===== config.mk =====
export PLATFORM = sky130hd
export DESIGN_NAME = ext_bus_host_port_arbiter
export DESIGN_NICKNAME = d
export VERILOG_FILES = /design/src/hw/ext_bus_host_port_arbiter.v
export VERILOG_INCLUDE_DIRS = /design/src /design/src/hw
export SDC_FILE = /design/constraint.sdc
export NUM_CORES = 1
export LEC_CHECK = 0
export ABC_AREA = 1
export BUFFER_PORTS_ARGS = -buffer_cell sky130_fd_sc_hd__buf_2
export CAP_MARGIN = 25
export CORE_ASPECT_RATIO = 1.1
export CORE_MARGIN = 1.5
export CORE_UTILIZATION = 40
export CTS_CLUSTER_DIAMETER = 30
export DETAILED_ROUTE_END_ITERATION = 6
export PLACE_DENSITY_LB_ADDON = 0.12
export SLEW_MARGIN = 20
export SYNTH_ARGS = -nofsm -noshare
export SYNTH_HDL_FRONTEND = slang
export SYNTH_SLANG_ARGS = --single-unit

===== constraint.sdc =====
create_clock -name clk -period 2.8 [get_ports clk]
set_input_delay 0.14 -clock clk [delete_from_list [all_inputs] [get_ports clk]]
set_output_delay 0.14 -clock clk [all_outputs]
set_load 0.03 [all_outputs]

===== src/hw/ext_port_consts.vh =====
/*
 * Constants for the external bus port: bank decode, identity codes,
 * boot modes, DMA channel numbers and clock figures.
 * Assumes it is included by bare name from design files only.
 */
`ifndef EXT_PORT_CONSTS_VH
`define EXT_PORT_CONSTS_VH
`define BANK_MSB 25
`define BANK_LSB 24
`define ID_SINGLE 2'h0
`define ID_LINE1 2'h1
`define ID_LINE2 2'h2
`define DMA_CH_LINE1 4'h9
`define DMA_CH_LINE2 4'h8
`define BOOT_EPROM 2'h1
`define BOOT_HOST 2'h2
`define BOOT_NONE 2'h0
`define CORE_CLK_MULT 2
`define CLK_PERIOD_NS 40
`define STROBE_SETTLE 2'h2
`define CFG_READY_DRIVE_RST 1'h0
`endif


===== src/hw/ext_bus_host_port_arbiter.v =====
/*
 * External parallel bus port with host and peer arbitration, wait-state
 * handling, bus float, external DMA request pairing and boot mode decode.
 * Assumes clk is the core clock (twice the input clock) and that a
 * testbench resolves two-way pins from the output enables (low = drive).
 */
`timescale 1ns/1ps
`include "ext_port_consts.vh"
module ext_bus_host_port_arbiter #(
  parameter AW = 26,
  parameter DW = 32,
  parameter SLAVE_WAITS = 2
) (
  input wire clk,
  input wire rstn,
  // Core access request side
  input wire reqValid,
  output reg reqReady,
  input wire [AW-1:0] reqAddr,
  input wire [DW-1:0] reqData,
  input wire reqWrite,
  input wire reqShort,
  input wire reqCondPass,
  input wire reqIsDma,
  output reg rspValid,
  input wire rspReady,
  output reg [DW-1:0] rspData,
  // External bus pins
  input wire [AW-3:0] addrIn,
  output reg [AW-3:0] addrOut,
  output reg addrOen,
  input wire [DW-1:0] dataIn,
  output reg [DW-1:0] dataOut,
  output reg dataOen,
  output reg [3:0] bankSelectN,
  input wire readStrobeInN,
  output reg readStrobeN,
  input wire storeStrobeInN,
  output reg storeStrobeN,
  input wire earlyWriteFlagInN,
  output reg earlyWriteFlagN,
  output reg strobeOen,
  input wire waitReleaseIn,
  output reg waitReleaseOut,
  output reg waitReleaseOen,
  input wire busFloatRequestN,
  input wire hostBusRequestN,
  output reg hostBusGrantN,
  input wire hostChipSelectN,
  output reg hostReadyOut,
  output reg hostReadyOen,
  input wire readyDriveModeBit,
  input wire [1:0] extDmaRequestN,
  output reg [1:0] extDmaGrantN,
  output reg [3:0] dmaChannel,
  input wire [1:0] peerBusRequestInN,
  output reg [1:0] peerBusRequestN,
  output reg [1:0] peerBusRequestOen,
  input wire corePriorityIn,
  input wire corePriorityReq,
  output reg corePriorityOen,
  input wire [1:0] identity,
  input wire eepromBootPin,
  input wire bootMemSelectIn,
  input wire hostWidthBit,
  output reg bootMemSelectOut,
  output reg bootMemSelectOen,
  output reg [1:0] bootMode,
  output reg hostBootWide,
  output reg slaveAccess,
  output reg slaveWrite,
  output reg [AW-3:0] slaveAddr,
  output reg [DW-1:0] slaveData,
  output reg busOwnerFlag
);
  localparam S_IDLE = 4'h1;
  localparam S_ADDR = 4'h2;
  localparam S_STRB = 4'h4;
  localparam S_DONE = 4'h8;
  // Two-stage synchronisers for the 13 strobe, request, wait and select pins; other inputs used raw
  reg [12:0] syncA;
  reg [12:0] syncB;
  wire [12:0] rawIn = {busFloatRequestN, hostBusRequestN, hostChipSelectN,
    extDmaRequestN, peerBusRequestInN, corePriorityIn, waitReleaseIn,
    readStrobeInN, storeStrobeInN, earlyWriteFlagInN, bootMemSelectIn};
  always @(posedge clk or negedge rstn) begin
    if (!rstn) begin
      syncA <= 13'h1FFF;
      syncB <= 13'h1FFF;
    end else begin
      syncA <= rawIn;
      syncB <= syncA;
    end
  end
  wire floatReq = ~syncB[12];
  wire hostReq = ~syncB[11];
  wire hostCs = ~syncB[10];
  wire [1:0] dmaReq = ~syncB[9:8];
  wire [1:0] peerReq = ~syncB[7:6];
  wire cpaActive = ~syncB[5];
  wire waitOk = syncB[4];
  wire slvRd = ~syncB[3];
  wire slvWr = ~syncB[2];
  wire slvEarly = ~syncB[1];
  wire bmsIn = syncB[0];
  // Identity latched after reset release; caught by clocked process
  reg [1:0] idReg;
  reg idTaken;
  reg [1:0] next_bootMode;
  always @(posedge clk or negedge rstn) begin
    if (!rstn) begin
      idReg <= `ID_SINGLE;
      idTaken <= 1'b0;
      bootMode <= `BOOT_NONE;
      hostBootWide <= 1'b0;
    end else if (!idTaken) begin
      idReg <= identity;
      idTaken <= 1'b1;
      bootMode <= next_bootMode;
      hostBootWide <= hostWidthBit;
    end
  end
  always @* begin
    if (eepromBootPin)
      next_bootMode = `BOOT_EPROM;
    else if (bmsIn)
      next_bootMode = `BOOT_HOST;
    else
      next_bootMode = `BOOT_NONE;
  end
  wire single = (idReg == `ID_SINGLE);
  wire ownLine = (idReg == `ID_LINE2);
  wire otherReq = ownLine ? peerReq[0] : peerReq[1];
  // Two-entry request buffer so a stall loses no word
  localparam BW = AW + DW + 4;
  reg [BW-1:0] buf0;
  reg [BW-1:0] buf1;
  reg [1:0] cnt;
  wire [BW-1:0] inWord = {reqAddr, reqData, reqWrite, reqShort, reqCondPass, reqIsDma};
  wire popReq;
  wire pushReq = reqValid & reqReady;
  always @(posedge clk or negedge rstn) begin
    if (!rstn) begin
      buf0 <= {BW{1'b0}};
      buf1 <= {BW{1'b0}};
      cnt <= 2'h0;
      reqReady <= 1'b1;
    end else begin
      if (popReq) begin
        buf0 <= (cnt == 2'h2 || !pushReq) ? buf1 : inWord;
        if (pushReq && cnt == 2'h2)
          buf1 <= inWord;
      end else if (pushReq) begin
        if (cnt == 2'h0)
          buf0 <= inWord;
        else
          buf1 <= inWord;
      end
      cnt <= cnt + {1'b0, pushReq} - {1'b0, popReq};
      reqReady <= (cnt + {1'b0, pushReq} - {1'b0, popReq}) < 2'h2;
    end
  end
  wire haveReq = (cnt != 2'h0);
  wire [AW-1:0] hAddr = buf0[BW-1 -: AW];
  wire [DW-1:0] hData = buf0[DW+3:4];
  wire hWrite = buf0[3];
  wire hShort = buf0[2];
  wire hCond = buf0[1];
  wire hDma = buf0[0];
  // Mastership and access engine
  reg [3:0] state;
  reg master;
  reg hostGranted;
  reg ownReq;
  reg [1:0] strbCnt;
  wire busy = (state != S_IDLE);
  wire cpaBlock = hDma & cpaActive & master;
  wire wantBus = haveReq & ~cpaBlock;
  assign popReq = (state == S_DONE) & (~rspValid | rspReady);
  always @(posedge clk or negedge rstn) begin
    if (!rstn) begin
      state <= S_IDLE;
      master <= 1'b0;
      hostGranted <= 1'b0;
      ownReq <= 1'b0;
      strbCnt <= 2'h0;
      rspValid <= 1'b0;
      rspData <= {DW{1'b0}};
    end else begin
      if (rspValid && rspReady)
        rspValid <= 1'b0;
      ownReq <= wantBus & ~single;
      if (hostReq && !busy && (master || single))
        hostGranted <= 1'b1;
      else if (!hostReq)
        hostGranted <= 1'b0;
      if (!busy) begin
        if (hostReq || (hostGranted && hostReq))
          master <= 1'b0;
        else if (single)
          master <= 1'b1;
        else if (ownReq && !(otherReq && ownLine))
          master <= 1'b1;
        else if (!ownReq)
          master <= master & ~otherReq;
      end
      case (state)
        S_IDLE: begin
          if (wantBus && master && !floatReq && !hostReq)
            state <= S_ADDR;
        end
        S_ADDR: begin
          strbCnt <= 2'h0;
          if (!floatReq)
            state <= S_STRB;
        end
        S_STRB: begin
          // Strobe lags a cycle and wait is synchronised: settle first
          strbCnt <= strbCnt + {1'b0, strbCnt != `STROBE_SETTLE};
          if (strbCnt == `STROBE_SETTLE && waitOk && !floatReq) begin
            state <= S_DONE;
            if (!hWrite)
              rspData <= hShort ? {{(DW-16){1'b0}}, dataIn[15:0]} : dataIn;
          end
        end
        S_DONE: begin
          if (!rspValid || rspReady) begin
            state <= S_IDLE;
            rspValid <= 1'b1;
          end
        end
        default: state <= S_IDLE;
      endcase
    end
  end
  // Pin drivers, all registered
  wire driveBus = master & ~hostGranted & ~floatReq;
  wire active = (state == S_ADDR) | (state == S_STRB);
  wire [3:0] bankDec = ~(4'h1 << hAddr[`BANK_MSB:`BANK_LSB]);
  always @(posedge clk or negedge rstn) begin
    if (!rstn) begin
      addrOut <= {(AW-2){1'b0}};
      addrOen <= 1'b1;
      dataOut <= {DW{1'b0}};
      dataOen <= 1'b1;
      bankSelectN <= 4'hF;
      readStrobeN <= 1'b1;
      storeStrobeN <= 1'b1;
      earlyWriteFlagN <= 1'b1;
      strobeOen <= 1'b1;
      hostBusGrantN <= 1'b1;
      busOwnerFlag <= 1'b0;
      peerBusRequestN <= 2'h3;
      peerBusRequestOen <= 2'h3;
      corePriorityOen <= 1'b1;
      extDmaGrantN <= 2'h3;
      dmaChannel <= 4'h0;
      bootMemSelectOut <= 1'b1;
      bootMemSelectOen <= 1'b1;
    end else begin
      addrOut <= hAddr[AW-3:0];
      addrOen <= ~driveBus;
      dataOut <= hShort ? {{(DW-16){1'b0}}, hData[15:0]} : hData;
      dataOen <= ~(driveBus & active & hWrite);
      strobeOen <= ~driveBus;
      // Conditional accesses still select the bank
      bankSelectN <= (active & driveBus) ? bankDec : 4'hF;
      readStrobeN <= ~((state == S_STRB) & ~hWrite);
      storeStrobeN <= ~((state == S_STRB) & hWrite & hCond);
      earlyWriteFlagN <= ~(active & hWrite);
      hostBusGrantN <= ~hostGranted;
      busOwnerFlag <= single | (master & ~hostGranted);
      peerBusRequestN <= ownLine ? {~ownReq, 1'b1} : {1'b1, ~ownReq};
      peerBusRequestOen <= single ? 2'h3 : (ownLine ? 2'h1 : 2'h2);
      corePriorityOen <= ~(corePriorityReq & ~master);
      extDmaGrantN <= ~(dmaReq & {2{master & ~busy}});
      dmaChannel <= dmaReq[0] ? `DMA_CH_LINE1 : (dmaReq[1] ? `DMA_CH_LINE2 : 4'h0);
      bootMemSelectOut <= ~((bootMode == `BOOT_EPROM) & active);
      bootMemSelectOen <= ~((bootMode == `BOOT_EPROM) & driveBus);
    end
  end
  // Slave side: peer or host reaching the io_processor_regs
  reg [1:0] waitCnt;
  wire slvSel = ~master & (slvRd | slvWr);
  always @(posedge clk or negedge rstn) begin
    if (!rstn) begin
      waitCnt <= 2'h0;
      waitReleaseOut <= 1'b1;
      waitReleaseOen <= 1'b1;
      hostReadyOut <= 1'b1;
      hostReadyOen <= 1'b1;
      slaveAccess <= 1'b0;
      slaveWrite <= 1'b0;
      slaveAddr <= {(AW-2){1'b0}};
      slaveData <= {DW{1'b0}};
    end else begin
      slaveAccess <= slvSel & (waitCnt == 2'h0);
      slaveWrite <= slvEarly | slvWr;
      slaveAddr <= addrIn;
      slaveData <= dataIn;
      if (!slvSel)
        waitCnt <= SLAVE_WAITS[1:0];
      else if (waitCnt != 2'h0)
        waitCnt <= waitCnt - 2'h1;
      waitReleaseOut <= ~(slvSel & (waitCnt != 2'h0));
      waitReleaseOen <= ~slvSel;
      hostReadyOut <= ~(waitCnt != 2'h0);
      // Open-drain: only drive low unless active drive is set
      hostReadyOen <= ~(hostCs & hostReq &
        (readyDriveModeBit | (waitCnt != 2'h0)));
    end
  end
endmodule


After elaboration in Yosys (flattened, before gate mapping)
Cells that the tools add are included.

word-level totals
  register bits = 345
  logic and storage cells = 199

operators by class
  $add $sub $neg = 4
  magnitude comparators = 1
  equality and inequality tests = 18
  shift-type cells = 1
  muxes and demuxes = 36
  bitwise logic cells = 62
  reductions and logical operators = 34

operators by type and width
  kind                                                             count
  62-bit two-way mux                                               8
  32-bit two-way mux                                               2
  4-bit two-way mux                                                7
  1-bit inverter                                                   27
  1-bit AND                                                        24
  4-bit one-hot mux with 4 select lines                            1
  2-bit two-way mux                                                7
  1-bit logical AND                                                12
  2-bit nonzero test                                               6
  1-bit two-way mux                                                10
  2-bit != test, second input constant                             5
  2-bit == test, second input constant                             3
  2-bit zero test                                                  3
  2-bit by 1-bit != test with 1-bit output, second input constant  3
  2-bit inverter                                                   3
  1-bit OR                                                         6
  3-bit AND reduction                                              2
  2-bit by 1-bit adder with 2-bit output                           2
  4-bit by 1-bit == test with 1-bit output, second input constant  1
  4-bit by 2-bit == test with 1-bit output, second input constant  1
  4-bit by 3-bit == test with 1-bit output, second input constant  1
  4-bit == test, second input constant                             1
  1-bit zero test                                                  4
  1-bit logical OR                                                 4
  other kinds (12)                                                 13

Logic depth before layout (Yosys ltp)
  depth after elaboration = 10
  depth in mapped cells = 9
  mapped depth without buffers = 8

Worst setup path after synthesis
OpenSTA, ideal clock, no wires.

  kind = reg-to-reg
  from = reg rspValid
  to = reg buf1[10]
  arrival = 1767 ps
  data required time = 2734 ps
  setup slack = 967 ps
  stages on the path, launching flop included = 8
  cells stage by stage = dfrtp_1 -> nand2_1 -> nand3_2 -> ha_1 -> nor2_2 -> buf_1 -> nand3_1 -> nand2_1

between the ends
  longest elaborated chain between the ends = 5
  elaborated cells between the ends (all ways) = 8
  classes of those cells = 2 x eq/ne; 1 x mux; 3 x bitwise; 2 x reduce/logical

ends and longest elaborated chain
  element                                                                     RTL line                         text
  from (decl)                                                                 ext_bus_host_port_arbiter.v:25   output reg rspValid,
  from (signal assigned)                                                      ext_bus_host_port_arbiter.v:187  rspValid <= 1'b0;
  from (signal assigned)                                                      ext_bus_host_port_arbiter.v:191  rspValid <= 1'b0;
  from (signal assigned)                                                      ext_bus_host_port_arbiter.v:229  rspValid <= 1'b1;
  1-bit inverter *                                                            ext_bus_host_port_arbiter.v:179  assign popReq = (state == S_DONE) & (~rspValid | rspReady);
  1-bit OR *                                                                  ext_bus_host_port_arbiter.v:179
  1-bit AND *                                                                 ext_bus_host_port_arbiter.v:179
  2-bit by 1-bit != test with 1-bit output (no line) (tied with other cells)  -
  3-bit AND reduction (no line)                                               -
  to (signal assigned)                                                        ext_bus_host_port_arbiter.v:145  buf1 <= {BW{1'b0}};
  to (signal assigned)                                                        ext_bus_host_port_arbiter.v:152  buf1 <= inWord;
  to (signal assigned)                                                        ext_bus_host_port_arbiter.v:157  buf1 <= inWord;
  to (decl)                                                                   ext_bus_host_port_arbiter.v:137  reg [BW-1:0] buf1;

Mark *: on every way between the ends. The rest lies on a longest branch, timed or not.
A chain may end at the register's enable or synchronous reset.

Worst setup path after layout
  from = reg state[0]
  to = reg buf1[22]

between the ends
  longest elaborated chain between the ends = 4
  elaborated cells between the ends (all ways) = 7
  classes of those cells = 3 x eq/ne; 1 x mux; 1 x bitwise; 2 x reduce/logical

ends and longest elaborated chain
  element                                                                     RTL line                         text
  from (decl)                                                                 ext_bus_host_port_arbiter.v:171  reg [3:0] state;
  from (signal assigned)                                                      ext_bus_host_port_arbiter.v:182  state <= S_IDLE;
  from (signal assigned)                                                      ext_bus_host_port_arbiter.v:210  state <= S_ADDR;
  from (signal assigned)                                                      ext_bus_host_port_arbiter.v:215  state <= S_STRB;
  4-bit == test *                                                             ext_bus_host_port_arbiter.v:179
  1-bit AND *                                                                 ext_bus_host_port_arbiter.v:179
  2-bit by 1-bit != test with 1-bit output (no line) (tied with other cells)  -
  3-bit AND reduction (no line)                                               -

Marks and branches as above.

==> flow_summary.yaml <==
cells_and_area:
  mostFrequentLayoutCell: "nand2_1"
  nFillCells: 2670
  fin_cells: 2272
  drive_above_1_share_pct: 27.93
  nets: 1946
  area_growth_pct: 45.95
  final_cell_mix: "nand2_1, buf_2, dfrtp_1"
  design_area_mm2: 0.01881
setup_path:
  worst_path_max_delay_cell: "nand2_4"
  cp_num_buf_inv: 0
  cp_data_arrival_time_ns: 2.65
  crit_chain: "nor2_2, nand3_2, ha_1, nor2_4, nand2_4, nand2_1, nand2_1"
  rr_startpoint: "state[0]$_DFFE_PN1P_"
  crit_path_max_fanout: 62
  rrSetupSlack_ns: 0.56
  cpPeakStageDelay_ns: 0.48
  crit_path_end_kind: "flip-flop"
  startpoint_type: "flip-flop"
  reg2regPathDepth: 7
  crit_type: "reg -> reg"
  critPathMostFrequentCell: "nand2_1"
  rr_endpoint: "buf1[22]$_DFFE_PN0P_"
  cp_num_cells: 7
  cp_top_family: "simple AND/OR/NAND/NOR gates"
  critPathCapture: "buf1[22]$_DFFE_PN0P_"
  crit_start: "state[0]$_DFFE_PN1P_"
  required_ns: 3.21
global_routing:
  grt_max_degree: 100
  grtUsageTotal_pct: 21.40
  grt_overflow_total: 0
  antenna_found_initial: 1
  grt_pass1_wl_mm: 56.56
  grt_pass1_vias: 10891
floorplan:
  initial_core_util_pct: 40.83
  io_pins: 321
  die_w_um: 174.1
  coreArea_mm2: 0.03157
  rows: 68
  dieArea_mm2: 0.03331
  die_y_um: 191.3
sta:
  drv_slew: 0
  setup_violations: 0
  finalSetupTns_ns: 0
  rsz0062_at_grt: "false"
  slew_headroom_pct: 47.87
  post-route-period-util_pct: 79.95
  clock_skew_ns: 0.01778
  fmax_mhz: 446.7
  period_needed_ns: 2.239
  tightest_slew_ns: 0.7820
  hold_violations: 0
cts:
  cts_buffers: 69
  ctsHoldBuffers: 139
  post_cts_buffers: 0
  cts-resized-gates: 0
  htreeDepth: 3
  clock-root-buffer: "clkbuf_16"
  cts.path.max_buffers: 3
  clock_sinks: 343
  cts_tree: "yes"
  clkTransAtPathRegs_ns: 0.05
  clock_latency_ns: 0.54
place:
  portBuffers: 318
  place_area_mm2: 0.01495
  dp_hpwl_mm: 20.52
  place_congestion: 0.7703
  place_inst: 2009
route:
  drt_iter0_markers: 572
  vias: 10492
  drc: 0
  wl_per_cell_um: 15.43
  via_per_inst: 4.618
  routed_wl_mm: 35.06
  ant_nets: 0
  firstDrtPassIters: 5
power:
  vdd_ir_drop_max_v: 0.0006651
  powerDensity_mw_per_mm2: 1061
  leakage_uw: 0.009946
outcome:
  outcome: "complete, no violations"
synthesis:
  synth.area.top_cells: "dfrtp_1, nand2_1, dfstp_2"
  syn_area_mm2: 0.01289
  yosysWarningCount: 0
  yosysUniqueCellTypes: 27
  seq_area_frac_synth_pct: 67.10
  synth_area_leader_cell: "dfrtp_1"
  avgSynthCellArea_um2: 9.785
  synth_seq_cells: 343
  synth_top_cell_area_share_pct: 56.70
  syn_inst: 1317
min_path:
  hold_class: "in -> reg"
flow_run:
  maxCapViolCount: 0
[registers in the layout, indices dropped and copies added (netlist names), 4 cells and up]
name and count:
buf0 62, rspData 32, buf1 62, slaveAddr 24, dataOut 32, syncA 13
addrOut 24, bankSelectN 4, syncB 13, state 4, slaveData 32
[worst reg2reg max path, stage by stage, from the launching register on]
cell and delay (ns):
dfstp_2 0.38, nor2_2 0.20, nand3_2 0.15, ha_1 0.29, nor2_4 0.30, nand2_4 0.48
nand2_1 0.24, nand2_1 0.06
[synthesized netlist by cell type, drive strengths merged]
library cell    n
nand2         402
dfrtp         292
inv           195
nand3         143
nand4          65
dfstp          51
o21ai          46
nor2           42
buf            38
clkbuf         29
ha              6
a21oi           2
conb            2
xor2            2
a22oi           1
nand3b          1
[layer usage]
metal	track usage, %	share of wire [%]
met4	8.024	2.5
met2	36.05	48
met5	0	0
met1	26.56	43
met3	5.509	6.6
[cells by family (layout without fill, tap and decap cells)]
| logic type | Yosys count | after routing | synth area share (%) |
|---|---|---|---|
| flip-flops | 343 | 343 | 67.10 |
| AND/OR/NAND/NOR | 653 | 653 | 22.09 |
| AO/OA/AOI/OAI | 49 | 49 | 2.010 |
| other | 2 | 4 | 0.05827 |
| buffers and inverters | 262 | 795 | 8.029 |
| XOR/XNOR | 2 | 2 | 0.1359 |
| adder cells (fa/ha/maj) | 6 | 6 | 0.5825 |
[power by group]
part           leakage (µW)  switching (µW)  total (µW)  internal [µW]
logic               0.00472            2950        4260           1310
registers           0.00402             689        7130           6440
clock network       0.00121            2580        8580           6000
[area by class of cell]
type	count	area [µm²]	share of cell area [%]
antenna	1	2.502	0.01330
clock buffer	91	1994	10.60
clock inverter	32	470.5	2.501
inverter	195	732.0	3.891
multi-input combinational	713	3219	17.12
sequential	343	8647	45.97
tap	420	525.5	2.794
timing repair buffer	477	3218	17.11
[worst min-delay path by stage]
| stage | slack [ns] | to | from | cells after the start |
|---|---|---|---|---|
| floorplan | -0.16 | addrOut[0]$_DFF_PN0_ | rstn | 0 |
| global placement | 0.24 | slaveAddr[0]$_DFF_PN0_ | rstn | 1 |
| detailed placement | 0.25 | slaveAddr[0]$_DFF_PN0_ | rstn | 1 |
| CTS | 0.11 | cnt[0]$_DFF_PN0_ | reqValid | 4 |
| global route | 0.13 | cnt[0]$_DFF_PN0_ | reqValid | 4 |
| finish | 0.12 | cnt[0]$_DFF_PN0_ | reqValid | 4 |
[metrics by stage]
| step | power [µW] | util, % | hold WS, ns | setup WS [ns] |
|---|---|---|---|---|
| floorplan | 9864 | - | -0.1556 | 0.9670 |
| global placement | 11210 | 47.36 | 0.2404 | 0.6017 |
| detailed placement | 11300 | 47.36 | 0.2464 | 0.5740 |
| CTS | 20170 | 59.58 | 0.1062 | 0.5278 |
| global route | 21070 | 59.59 | 0.1294 | 0.3778 |
| finish | 19960 | 59.59 | 0.1225 | 0.5614 |
No activity file was read; power rests on OpenSTA's default activity.
